`config.mk`:
```
export PLATFORM = sky130hd
export DESIGN_NAME = txe_symbol_encoder
export DESIGN_NICKNAME = d
export VERILOG_FILES = /design/src/common/txe_pkg.sv /design/src/verilog/txe_symbol_encoder.sv
export VERILOG_INCLUDE_DIRS = /design/src /design/src/common
export SDC_FILE = /design/constraint.sdc
export NUM_CORES = 1
export LEC_CHECK = 0
export BUFFER_PORTS_ARGS = -buffer_cell sky130_fd_sc_hd__buf_4
export CORE_MARGIN = 10
export CORE_UTILIZATION = 52
export CTS_BUF_LIST = sky130_fd_sc_hd__clkbuf_2 sky130_fd_sc_hd__clkbuf_4 sky130_fd_sc_hd__clkbuf_8
export DETAILED_ROUTE_END_ITERATION = 12
export PLACE_DENSITY = 0.74
export SYNTH_ARGS = -nofsm -noshare
export SYNTH_HDL_FRONTEND = slang
export SYNTH_SLANG_ARGS = --single-unit
```
`constraint.sdc`:
```
create_clock -name clk -period 2.2 [get_ports clk]
set_clock_uncertainty 0.05 [all_clocks]
set_input_delay 0.44 -clock clk [delete_from_list [all_inputs] [get_ports clk]]
set_output_delay 0.44 -clock clk [all_outputs]
set_load 0.02 [all_outputs]
```
`src/common/txe_cfg.svh`:
```
// Constants for the 100BASE-TX transmit symbol encoder
`ifndef TXE_CFG_SVH
`define TXE_CFG_SVH
`define TXE_CG_J 5'h18
`define TXE_CG_K 5'h11
`define TXE_CG_T 5'h0d
`define TXE_CG_R 5'h07
`define TXE_CG_IDLE 5'h1f
`define TXE_CG_HALT 5'h04
`define TXE_NIB_JK 4'h5
`define TXE_NIB_IDLE 4'h0
`define TXE_LFSR_W 11
`define TXE_LFSR_TAP 8
`define TXE_LFSR_RESET 11'h7ff
`define TXE_SYM_BITS 5
`define TXE_SER_RATE_MBPS 125
`endif

```
`src/common/txe_pkg.sv`:
```
// Types for the 100BASE-TX transmit symbol encoder
package txe_pkg;
	typedef enum logic [2:0] {
		TXE_IDLE,
		TXE_J,
		TXE_K,
		TXE_DATA,
		TXE_T,
		TXE_R
	} txe_state_t;
	typedef struct packed {
		logic tx_en;
		logic [3:0] txd;
	} txe_mii_t;
	typedef struct packed {
		logic drive_pos;
		logic drive_neg;
	} txe_mlt3_t;
	typedef struct packed {
		logic [3:0] nibble;
		logic control;
		logic invalid;
	} txe_decode_t;
endpackage

```
`src/verilog/txe_symbol_encoder.sv`:
```
// 100BASE-TX transmit coding path: 4B/5B, scrambler, NRZI, MLT-3
// Summary of operation
// - Each data nibble is sent as its fixed 5-bit code-group from the sixteen-entry table.
// - The first eight preamble bits of a packet are replaced by the J then K code-groups.
// - After J/K every remaining preamble and data nibble is encoded without substitution.
// - When transmit enable drops, T then R code-groups are appended.
// - After T/R, IDLE code-groups fill the line until transmit enable returns.
// - Pattern 00100 is the HALT code-group, distinct from all data and delimiters.
// - On decode J and K give nibble 0101, while IDLE, T and R give 0000.
// - Unassigned patterns, and control code-groups inside data, decode as invalid.
// - The serial code-group stream is XORed with an 11-bit closed-loop LFSR output.
// - The scrambler seed is taken from the five PHY address straps.
// - A bypass input skips the scrambler.
// - The scrambled stream is NRZI encoded, toggling on each one.
// - Ones alternate between two binary drive phases, forming MLT-3.
// - MLT-3 drive phases and the NRZI line are both output, at one bit per 125 MHz serial clock.
`timescale 1ns/1ps
`default_nettype none
`include "txe_cfg.svh"
module txe_symbol_encoder
	import txe_pkg::*;
#(
	parameter int SYM_BITS = `TXE_SYM_BITS
) (
	input wire logic clk,
	input wire logic reset,
	input wire txe_mii_t mii,
	input wire logic [4:0] phy_address_straps,
	input wire logic scramble_bypass,
	input wire logic [4:0] decode_code,
	input wire logic decode_in_data,
	output logic nibble_req,
	output txe_mlt3_t mlt3,
	output logic nrzi_line,
	output txe_decode_t decoded,
	output logic halt_seen
);

	// Elaboration-time width check
	if (SYM_BITS != 5) begin : g_bad_width
		$error("Code-groups must be five bits wide");
	end

	txe_state_t state;
	logic [2:0] bit_idx;
	logic [4:0] shreg;
	logic [3:0] held_nib;
	logic held_en;
	logic [10:0] lfsr;
	logic seeded;
	logic nrzi_level;
	logic mlt_phase;
	logic [4:0] next_sym;
	txe_state_t next_state;
	logic sym_end;
	logic scr_bit;

	function automatic logic [4:0] enc5(input logic [3:0] n);
		case (n)
			4'h0: enc5 = 5'h1e;
			4'h1: enc5 = 5'h09;
			4'h2: enc5 = 5'h14;
			4'h3: enc5 = 5'h15;
			4'h4: enc5 = 5'h0a;
			4'h5: enc5 = 5'h0b;
			4'h6: enc5 = 5'h0e;
			4'h7: enc5 = 5'h0f;
			4'h8: enc5 = 5'h12;
			4'h9: enc5 = 5'h13;
			4'ha: enc5 = 5'h16;
			4'hb: enc5 = 5'h17;
			4'hc: enc5 = 5'h1a;
			4'hd: enc5 = 5'h1b;
			4'he: enc5 = 5'h1c;
			default: enc5 = 5'h1d;
		endcase
	endfunction

	assign sym_end = (bit_idx == 3'h4);

	// Symbol selection at each code-group boundary
	always_comb begin
		next_state = state;
		next_sym = `TXE_CG_IDLE;
		case (state)
			TXE_IDLE: begin
				if (held_en) begin
					next_state = TXE_K;
					next_sym = `TXE_CG_J;
				end else begin
					next_sym = `TXE_CG_IDLE;
				end
			end
			TXE_J: begin
				next_state = TXE_K;
				next_sym = `TXE_CG_J;
			end
			TXE_K: begin
				next_state = TXE_DATA;
				next_sym = `TXE_CG_K;
			end
			TXE_DATA: begin
				if (held_en) begin
					next_sym = enc5(held_nib);
				end else begin
					next_state = TXE_R;
					next_sym = `TXE_CG_T;
				end
			end
			TXE_R: begin
				next_state = TXE_IDLE;
				next_sym = `TXE_CG_R;
			end
			default: begin
				next_state = TXE_IDLE;
				next_sym = `TXE_CG_IDLE;
			end
		endcase
	end

	// Nibble capture once per code-group; preamble nibbles under J/K are consumed
	always_ff @(posedge clk) begin
		if (reset) begin
			held_nib <= 4'h0;
			held_en <= 1'b0;
		end else if (sym_end) begin
			held_nib <= mii.txd;
			held_en <= mii.tx_en;
		end
	end

	always_ff @(posedge clk) begin
		if (reset)
			nibble_req <= 1'b0;
		else
			nibble_req <= (bit_idx == 3'h3);
	end

	always_ff @(posedge clk) begin
		if (reset) begin
			state <= TXE_IDLE;
			bit_idx <= 3'h0;
			shreg <= `TXE_CG_IDLE;
		end else if (sym_end) begin
			state <= next_state;
			bit_idx <= 3'h0;
			shreg <= next_sym;
		end else begin
			bit_idx <= bit_idx + 3'h1;
			shreg <= {shreg[3:0], 1'b0};
		end
	end

	// Seed from straps caught on first clock after reset
	always_ff @(posedge clk) begin
		if (reset) begin
			lfsr <= `TXE_LFSR_RESET;
			seeded <= 1'b0;
		end else if (!seeded) begin
			lfsr <= {phy_address_straps, ~phy_address_straps, 1'b1};
			seeded <= 1'b1;
		end else begin
			lfsr <= {lfsr[9:0], lfsr[10] ^ lfsr[`TXE_LFSR_TAP]};
		end
	end

	assign scr_bit = scramble_bypass ? shreg[4] : (shreg[4] ^ lfsr[10]);

	// NRZI then MLT-3 phase split, one bit per serial clock
	always_ff @(posedge clk) begin
		if (reset) begin
			nrzi_level <= 1'b0;
			mlt_phase <= 1'b0;
			mlt3 <= '0;
		end else begin
			if (scr_bit) begin
				nrzi_level <= ~nrzi_level;
				mlt_phase <= ~mlt_phase;
			end
			mlt3.drive_pos <= scr_bit & ~mlt_phase;
			mlt3.drive_neg <= scr_bit & mlt_phase;
		end
	end

	always_ff @(posedge clk) begin
		if (reset)
			nrzi_line <= 1'b0;
		else
			nrzi_line <= nrzi_level ^ scr_bit;
	end

	// Shared code-table decode
	always_ff @(posedge clk) begin
		if (reset) begin
			decoded <= '0;
			halt_seen <= 1'b0;
		end else begin
			halt_seen <= (decode_code == `TXE_CG_HALT);
			decoded.control <= 1'b0;
			decoded.invalid <= 1'b0;
			decoded.nibble <= 4'h0;
			case (decode_code)
				`TXE_CG_J, `TXE_CG_K: begin
					decoded.nibble <= `TXE_NIB_JK;
					decoded.control <= 1'b1;
					decoded.invalid <= decode_in_data;
				end
				`TXE_CG_IDLE, `TXE_CG_T, `TXE_CG_R: begin
					decoded.nibble <= `TXE_NIB_IDLE;
					decoded.control <= 1'b1;
					decoded.invalid <= decode_in_data;
				end
				`TXE_CG_HALT: begin
					decoded.control <= 1'b1;
					decoded.invalid <= 1'b1;
				end
				5'h00, 5'h01, 5'h02, 5'h03, 5'h05, 5'h06, 5'h08, 5'h0c: begin
					decoded.invalid <= 1'b1;
				end
				default: begin
					// Patterns outside the table stay invalid
					decoded.invalid <= 1'b1;
					for (int i = 0; i < 16; i++) begin
						if (enc5(4'(i)) == decode_code) begin
							decoded.nibble <= 4'(i);
							decoded.invalid <= 1'b0;
						end
					end
				end
			endcase
		end
	end

	property p_jk_after_en;
		@(posedge clk) disable iff (reset)
		(sym_end && state == TXE_IDLE && held_en) |=> (shreg == `TXE_CG_J) ##5 (shreg == `TXE_CG_K);
	endproperty
	a_jk_after_en: assert property (p_jk_after_en)
		else $error("J/K not sent at packet start");
	property p_tr_after_drop;
		@(posedge clk) disable iff (reset)
		(sym_end && state == TXE_DATA && !held_en) |=> (shreg == `TXE_CG_T) ##5 (shreg == `TXE_CG_R);
	endproperty
	a_tr_after_drop: assert property (p_tr_after_drop)
		else $error("T/R not sent at packet end");
	property p_idle_fill;
		@(posedge clk) disable iff (reset)
		(sym_end && state == TXE_IDLE && !held_en) |=> (shreg == `TXE_CG_IDLE);
	endproperty
	a_idle_fill: assert property (p_idle_fill)
		else $error("Idle fill missing");
	property p_data_enc;
		@(posedge clk) disable iff (reset)
		(sym_end && state == TXE_DATA && held_en && held_nib == 4'h0) |=> (shreg == 5'h1e);
	endproperty
	a_data_enc: assert property (p_data_enc)
		else $error("Nibble 0 misencoded");
	property p_nrzi;
		@(posedge clk) disable iff (reset)
		seeded |=> ((nrzi_level != $past(nrzi_level)) == $past(scr_bit));
	endproperty
	a_nrzi: assert property (p_nrzi)
		else $error("NRZI toggle wrong");
	property p_mlt_excl;
		@(posedge clk) disable iff (reset)
		!(mlt3.drive_pos && mlt3.drive_neg);
	endproperty
	a_mlt_excl: assert property (p_mlt_excl)
		else $error("Both drive phases active");
	// Line must toggle exactly on unscrambled ones while bypassed
	property p_bypass;
		@(posedge clk) disable iff (reset)
		scramble_bypass |=> ((nrzi_line != $past(nrzi_line)) == $past(shreg[4]));
	endproperty
	a_bypass: assert property (p_bypass)
		else $error("Bypass did not skip scrambler");
	property p_decode_jk;
		@(posedge clk) disable iff (reset)
		(decode_code == `TXE_CG_K) |=> (decoded.nibble == `TXE_NIB_JK);
	endproperty
	a_decode_jk: assert property (p_decode_jk)
		else $error("K decode wrong");
	property p_decode_inv;
		@(posedge clk) disable iff (reset)
		(decode_code == 5'h00) |=> decoded.invalid;
	endproperty
	a_decode_inv: assert property (p_decode_inv)
		else $error("Unassigned code not invalid");
	property p_halt;
		@(posedge clk) disable iff (reset)
		(decode_code == `TXE_CG_HALT) |=> (halt_seen && decoded.invalid);
	endproperty
	a_halt: assert property (p_halt)
		else $error("Halt not flagged");
	property p_seed;
		@(posedge clk) disable iff (reset)
		!seeded |=> (lfsr[10:6] == $past(phy_address_straps));
	endproperty
	a_seed: assert property (p_seed)
		else $error("Seed not from straps");
	property p_lfsr;
		@(posedge clk) disable iff (reset)
		(seeded && $past(seeded)) |-> (lfsr[0] == ($past(lfsr[10]) ^ $past(lfsr[8])));
	endproperty
	a_lfsr: assert property (p_lfsr)
		else $error("LFSR feedback wrong");

endmodule // txe_symbol_encoder
`default_nettype wire

```
==> results of run 1 <==
==> cells in the mapped netlist, drive strengths merged, types with 4 or more instances <==
| master | count | share of area, % |
|---|---|---|
| nand2 | 23 | 4.6 |
| a21oi | 13 | 3.4 |
| nor2b | 14 | 4.6 |
| o21ai | 14 | 3.7 |
| nor3 | 6 | 1.6 |
| dfxtp | 46 | 49 |
| clkbuf | 5 | 0.99 |
| o22ai | 4 | 1.3 |
| nor2 | 20 | 4.6 |
| mux2i | 5 | 4.2 |
| inv | 6 | 1.2 |
| buf | 9 | 2.7 |
| xnor2 | 6 | 2.8 |
==> report_power, final <==
group          switching, W  leakage, nW  internal [W]
combinational      0.000116        0.445      0.000103
sequential        0.0000263        0.378      0.000886
clock              0.000269       0.0312      0.000125
total              0.000412        0.854       0.00111
==> stage by stage <==
step	cells	total power, W
after floorplan	206	0.00108
after detailed placement	268	0.00115
after global routing	276	0.00161
after global placement	268	0.00114
final	276	0.00153
after CTS	276	0.00154
==> layout by cell type (no fill, tap or decap), drive strengths merged, types with 3 or more instances in the layout <==
cell type  synthesis  final
nor4               3      3
o22ai              4      4
xnor2              6      6
nor2              20     20
ha                 3      3
nor2b             14     14
buf                9     30
o21ai             14     14
clkbuf             5      5
nor3               6      6
mux2i              5      5
nand2             23     23
a21oi             13     13
a211o              3      3
inv                6      6
dfxtp             46     46
and3               3      3
==> cells by family (layout without fill, tap and decap cells) <==
family | count (synthesis) | count (layout) | share of synthesized area, %
multiplexers | 6 | 6 | 4.77
XOR/XNOR | 8 | 8 | 3.71
AO/OA/AOI/OAI | 46 | 46 | 15.7
buffers and inverters | 20 | 44 | 4.84
adder cells (fa/ha/maj) | 3 | 3 | 1.99
flip-flops | 46 | 46 | 48.8
AND/OR/NAND/NOR | 77 | 77 | 20.2
==> worst reg2reg max path, delay by kind of cell, from the launching register on <==
kind / cells / cell delay, ns
fa+ha+maj: 1 / 0.15
mux: 1 / 0.36
buf+inv: 1 / 0.06
compound gates: 1 / 0.11
simple gates: 3 / 0.70
flops: 1 / 0.35
==> per-layer routing <==
metal	share of wire (%)	global-route usage (%)	vias up
met3	6.1	6.12	2
li1	-	-	750
met4	0.50	6.51	0
met1	42	13.8	693
met2	51	20.9	42
met5	0	0	-
==> how the worst max path moves through the flow <==
stage                from         to  slack (ns)
2_1_floorplan  bit_idx[0]  flip-flop        0.61
3_3_place_gp   bit_idx[0]  flip-flop        0.43
3_5_place_dp   bit_idx[0]  flip-flop        0.32
4_1_cts        bit_idx[0]  flip-flop        0.30
5_1_grt        bit_idx[0]  flip-flop        0.19
6_report       bit_idx[0]  flip-flop        0.33
==> cell type report <==
| class | instances | area [um^2] | share of cell area, % |
|---|---|---|---|
| Sequential cell | 46 | 921 | 42.6 |
| Tap cell | 46 | 57.6 | 2.66 |
| Clock inverter | 3 | 21.3 | 0.984 |
| Multi-Input combinational cell | 140 | 876 | 40.5 |
| Clock buffer | 5 | 37.5 | 1.74 |
| Inverter | 6 | 22.5 | 1.04 |
| Timing Repair Buffer | 30 | 225 | 10.4 |
==> out/metrics.csv, run 1 <==
stage;metric;value;unit
routing;Avg WL per Cell;13.9;um
clock_tree;hold_buf cts;0;
die;Initial Util;55.3;%
clock_tree;clk buf depth;2;
clock_tree;post_cts resized;0;
sta;Setup TNS Final;0;ns
sta;RSZ-0062 raised after global routing;false;
critical_path;CP max stage delay;0.38;ns
sta;Hold Vio Cnt, Final;0;
critical_path;R2R setup slack;0.33;ns
global_routing;largest net degree at the start of global routing;29;
routing;DRC violations left;0;
global_routing;gr ovfl total;0;
critical_path;Slowest cell on crit path;and2_1;
sta;worst-margin pin slew;0.531;ns
clock_tree;clk_lat worst skew;0.36;ns
power;PwrDens;706;nW/um^2
clock_tree;total CTS buffers;5;
clock_tree;# clock sinks;46;
die;Die Area;6440;um^2
sta;Final setup viols;0;
routing;post-route ant nets;0;
worst_hold_path;Worst Hold Launch;decode_code[0];
critical_path;Critical Path RT;2.39;ns
sta;Max Freq;534;MHz
sta;max-slew violation count;0;
critical_path;path type of the worst setup path;reg -> reg;
global_routing;initial antenna violation count;0;
yosys;Yosys cell types;41;
place;HPWL Detailed;2.80;mm
global_routing;vias in the first global route;1462;
clock_tree;CTS tree;yes;
critical_path;worst reg2reg startpoint;bit_idx[0];
global_routing;GRT Util Overall;12.9;%
critical_path;Levels on crit path;7;
die;I/O pin total;30;
worst_hold_path;hold path endpoint;halt_seen;
finish;final instance area;2160;um^2
finish;layout cell share with drive strength beyond 1;20.9;%
finish;fin util;63.3;%
yosys;sequential fraction of the synthesis area;48.8;%
die;row count;21;
place;Final Wtd Congestion;0.807;
routing;DR vias/cell;5.39;
critical_path;worst path bufs/invs;1;
clock_tree;clock slew at reported path FFs;0.14;ns
place;PortBufs;29;
flow_run;Max-Cap Viols;0;
run_status;outcome;finished clean;
sta;Min Hold Slack;0.272;ns
die;area of the core;3420;um^2
power;peak supply drop;398;uV
yosys;post-synthesis instance total;206;
yosys;Yosys reg bits;46;
place;placed cell area;2100;um^2
yosys;EDFF count, synth;0;
sta;fin crit share;85.2;%
critical_path;Critical Path End Type;flip-flop;
sta;Tmin final;1.87;ns
worst_hold_path;hold path cells;2;
critical_path;CP Cell Sequence;inv_1, ha_1, and2_1, mux2i_4, nor2_2, nor3_1, o22ai_1;
critical_path;crit-path max FO;5;
sta;worst setup margin;0.326;ns
yosys;ys flop type;dfxtp_1;
finish;nets;251;
clock_tree;H-tree depth;2;
power;Lkg Pwr;0.854;nW
clock_tree;Post-CTS Setup Bufs;0;
finish;# diodes;0;
routing;starting DRC count in detailed routing;113;
critical_path;number of cells on the worst reg-to-reg path;7;
yosys;Synthesized Nets;228;
global_routing;first-pass GRT wire length;6.54;mm
yosys;Netlist Area Pre-Place;1890;um^2
worst_hold_path;Hold Path Class;in -> reg;
yosys;Yosys warnings;0;
critical_path;CP Launch Type;flip-flop;
die;DIE WIDTH;80.3;um
routing;DRT Wirelength;3.83;mm
sta;Slew Limit Headroom;64.5;%
finish;area delta synth->final;14.4;%
place;Place WS;0.324;ns
die;die height;80.3;um
critical_path;arrival time worst endpoint;2.07;ns
yosys;asr flop ratio synth;0;%
routing;Vias;1487;
finish;# fillers;305;
clock_tree;clk root buf;clkbuf_4;
routing;1st-pass router iterations;4;
yosys;Avg Inst Size Synth;9.17;um^2
critical_path;Top delay family on crit path;simple AND/OR/NAND/NOR gates;
Power figures use the tool's default switching activity.
==> run 2: changes to the inputs <==
CORE_UTILIZATION = 58   (was 52)
PLACE_DENSITY = 0.81   (was 0.74)
==> out/metrics.csv, run 2 (synthesized netlist as in run 1, its figures left out) <==
stage;metric;value;unit
flow_run;Max-Cap Viols;0;
critical_path;Critical Path RT;2.38;ns
place;HPWL Detailed;2.75;mm
critical_path;CP max stage delay;0.39;ns
global_routing;initial antenna violation count;0;
clock_tree;H-tree depth;2;
finish;most frequent cells in the layout;46 x dfxtp_1, 30 x buf_4, 23 x nand2_1;
global_routing;vias in the first global route;1418;
run_status;outcome;finished clean;
routing;1st-pass router iterations;4;
die;area of the core;3080;um^2
routing;post-route ant nets;0;
sta;fin crit share;85.3;%
clock_tree;CTS tree;yes;
clock_tree;clock slew at reported path FFs;0.13;ns
finish;most common cell after layout, fill and taps aside;dfxtp_1;
die;I/O pin total;30;
power;Final Power;0.00152;W
critical_path;Critical Path End Type;flip-flop;
finish;# diodes;0;
clock_tree;hold_buf cts;0;
finish;layout cell share with drive strength beyond 1;20.9;%
finish;area of the multi-input gates;876;um^2
clock_tree;total CTS buffers;5;
routing;DRT Wirelength;3.75;mm
finish;area delta synth->final;14.3;%
routing;Vias;1463;
place;placed cell area;2100;um^2
routing;starting DRC count in detailed routing;82;
critical_path;crit-path max FO;5;
finish;nets;251;
global_routing;gr ovfl total;0;
power;PwrDens;706;nW/um^2
power;Lkg Pwr;0.858;nW
sta;worst-margin pin slew;0.508;ns
die;DIE WIDTH;77.1;um
worst_hold_path;Hold Path Class;in -> reg;
global_routing;largest net degree at the start of global routing;29;
finish;FF+latch area;921;um^2
clock_tree;clk buf depth;2;
global_routing;first-pass GRT wire length;6.43;mm
sta;Tmin final;1.88;ns
sta;Setup TNS Final;0;ns
clock_tree;# clock sinks;46;
place;PortBufs;29;
finish;Non-Filler Instances;274;
clock_tree;clk_lat worst skew;0.33;ns
die;Die Area;5940;um^2
sta;Slew Limit Headroom;66.1;%
finish;final instance area;2160;um^2
finish;# fillers;242;
sta;Final setup viols;0;
critical_path;CP Cell Sequence;inv_1, ha_1, and2_1, mux2i_4, nor2_4, a2111oi_2, a31oi_1;
die;die height;77.1;um
sta;RSZ-0062 raised after global routing;false;
die;row count;20;
global_routing;GRT Util Overall;12.8;%
place;Placed Cells;266;
place;Final Wtd Congestion;0.778;
clock_tree;Post-CTS Setup Bufs;0;
power;peak supply drop;548;uV
clock_tree;clk root buf;clkbuf_4;
routing;Avg WL per Cell;13.7;um
clock_tree;post_cts resized;0;
sta;Max Freq;533;MHz
sta;max-slew violation count;0;
critical_path;CP Launch Type;flip-flop;
critical_path;Slowest cell on crit path;and2_1;
die;Initial Util;61.3;%
sta;Hold Vio Cnt, Final;0;
routing;DRC violations left;0;
critical_path;arrival time worst endpoint;2.05;ns
critical_path;path type of the worst setup path;reg -> reg;
routing;DR vias/cell;5.34;
[run 2: cell count changes in the layout (fill, tap and decap cells not counted), sizes merged]
cell,change
clkinvlp,-1
clkbuf,+1
[run 2: stage by stage]
step | util [%] | hold WS [ns] | worst slack [ns]
detailed placement | 68.2 | 0.385 | 0.335
global placement | 68.2 | 0.373 | 0.410
floorplan | - | 0.364 | 0.606
global route | 70.1 | 0.270 | 0.220
finish | 70.1 | 0.293 | 0.324
CTS | 70.1 | 0.278 | 0.313
[run 2: area by class of cell]
| type | instances | share of cell area [%] |
|---|---|---|
| repair buffers | 30 | 10.4 |
| multi-input cells | 140 | 40.6 |
| flip-flops and latches | 46 | 42.7 |
| clock buffers | 6 | 2.09 |
| clock inverters | 2 | 0.638 |
| inverters | 6 | 1.04 |
| well taps | 44 | 2.55 |
[run 2: worst max-delay path, delay by kind of cell (launching register included)]
family	cells	cell delay [ns]
AND/OR/NAND/NOR	2	0.46
flip-flops	1	0.35
multiplexers	1	0.34
adder cells (fa/ha/maj)	1	0.15
AO/OA/AOI/OAI	2	0.36
buffers and inverters	1	0.06
[run 2: path summary, 6_finish.rpt]
path	start	endpoint	slack, ns	depth (start not counted)
max	bit_idx[0]	flip-flop	0.32	7
max reg2reg	bit_idx[0]	flip-flop	0.32	7
min reg2reg	lfsr[7]	lfsr[8]	0.42	1
min	mii[4]	held_en	0.29	3
[run 2: power breakdown]
| group | leakage [nW] | switching [W] | internal [W] |
|---|---|---|---|
| registers | 0.378 | 0.0000258 | 0.000886 |
| clock network | 0.0356 | 0.000254 | 0.000138 |
| logic | 0.445 | 0.000117 | 0.000103 |
| total | 0.858 | 0.000396 | 0.00113 |
[run 2: metal layers]
metal | GRT usage (%) | wire [um] | vias to the layer above | share of wire (%)
met3 | 3.96 | 186 | 4 | 5.0
met2 | 21.4 | 1800 | 36 | 48
met1 | 15.1 | 1730 | 672 | 46
met4 | 4.74 | 29 | 0 | 0.77
li1 | - | - | 751 | -
met5 | 0 | 0 | - | 0
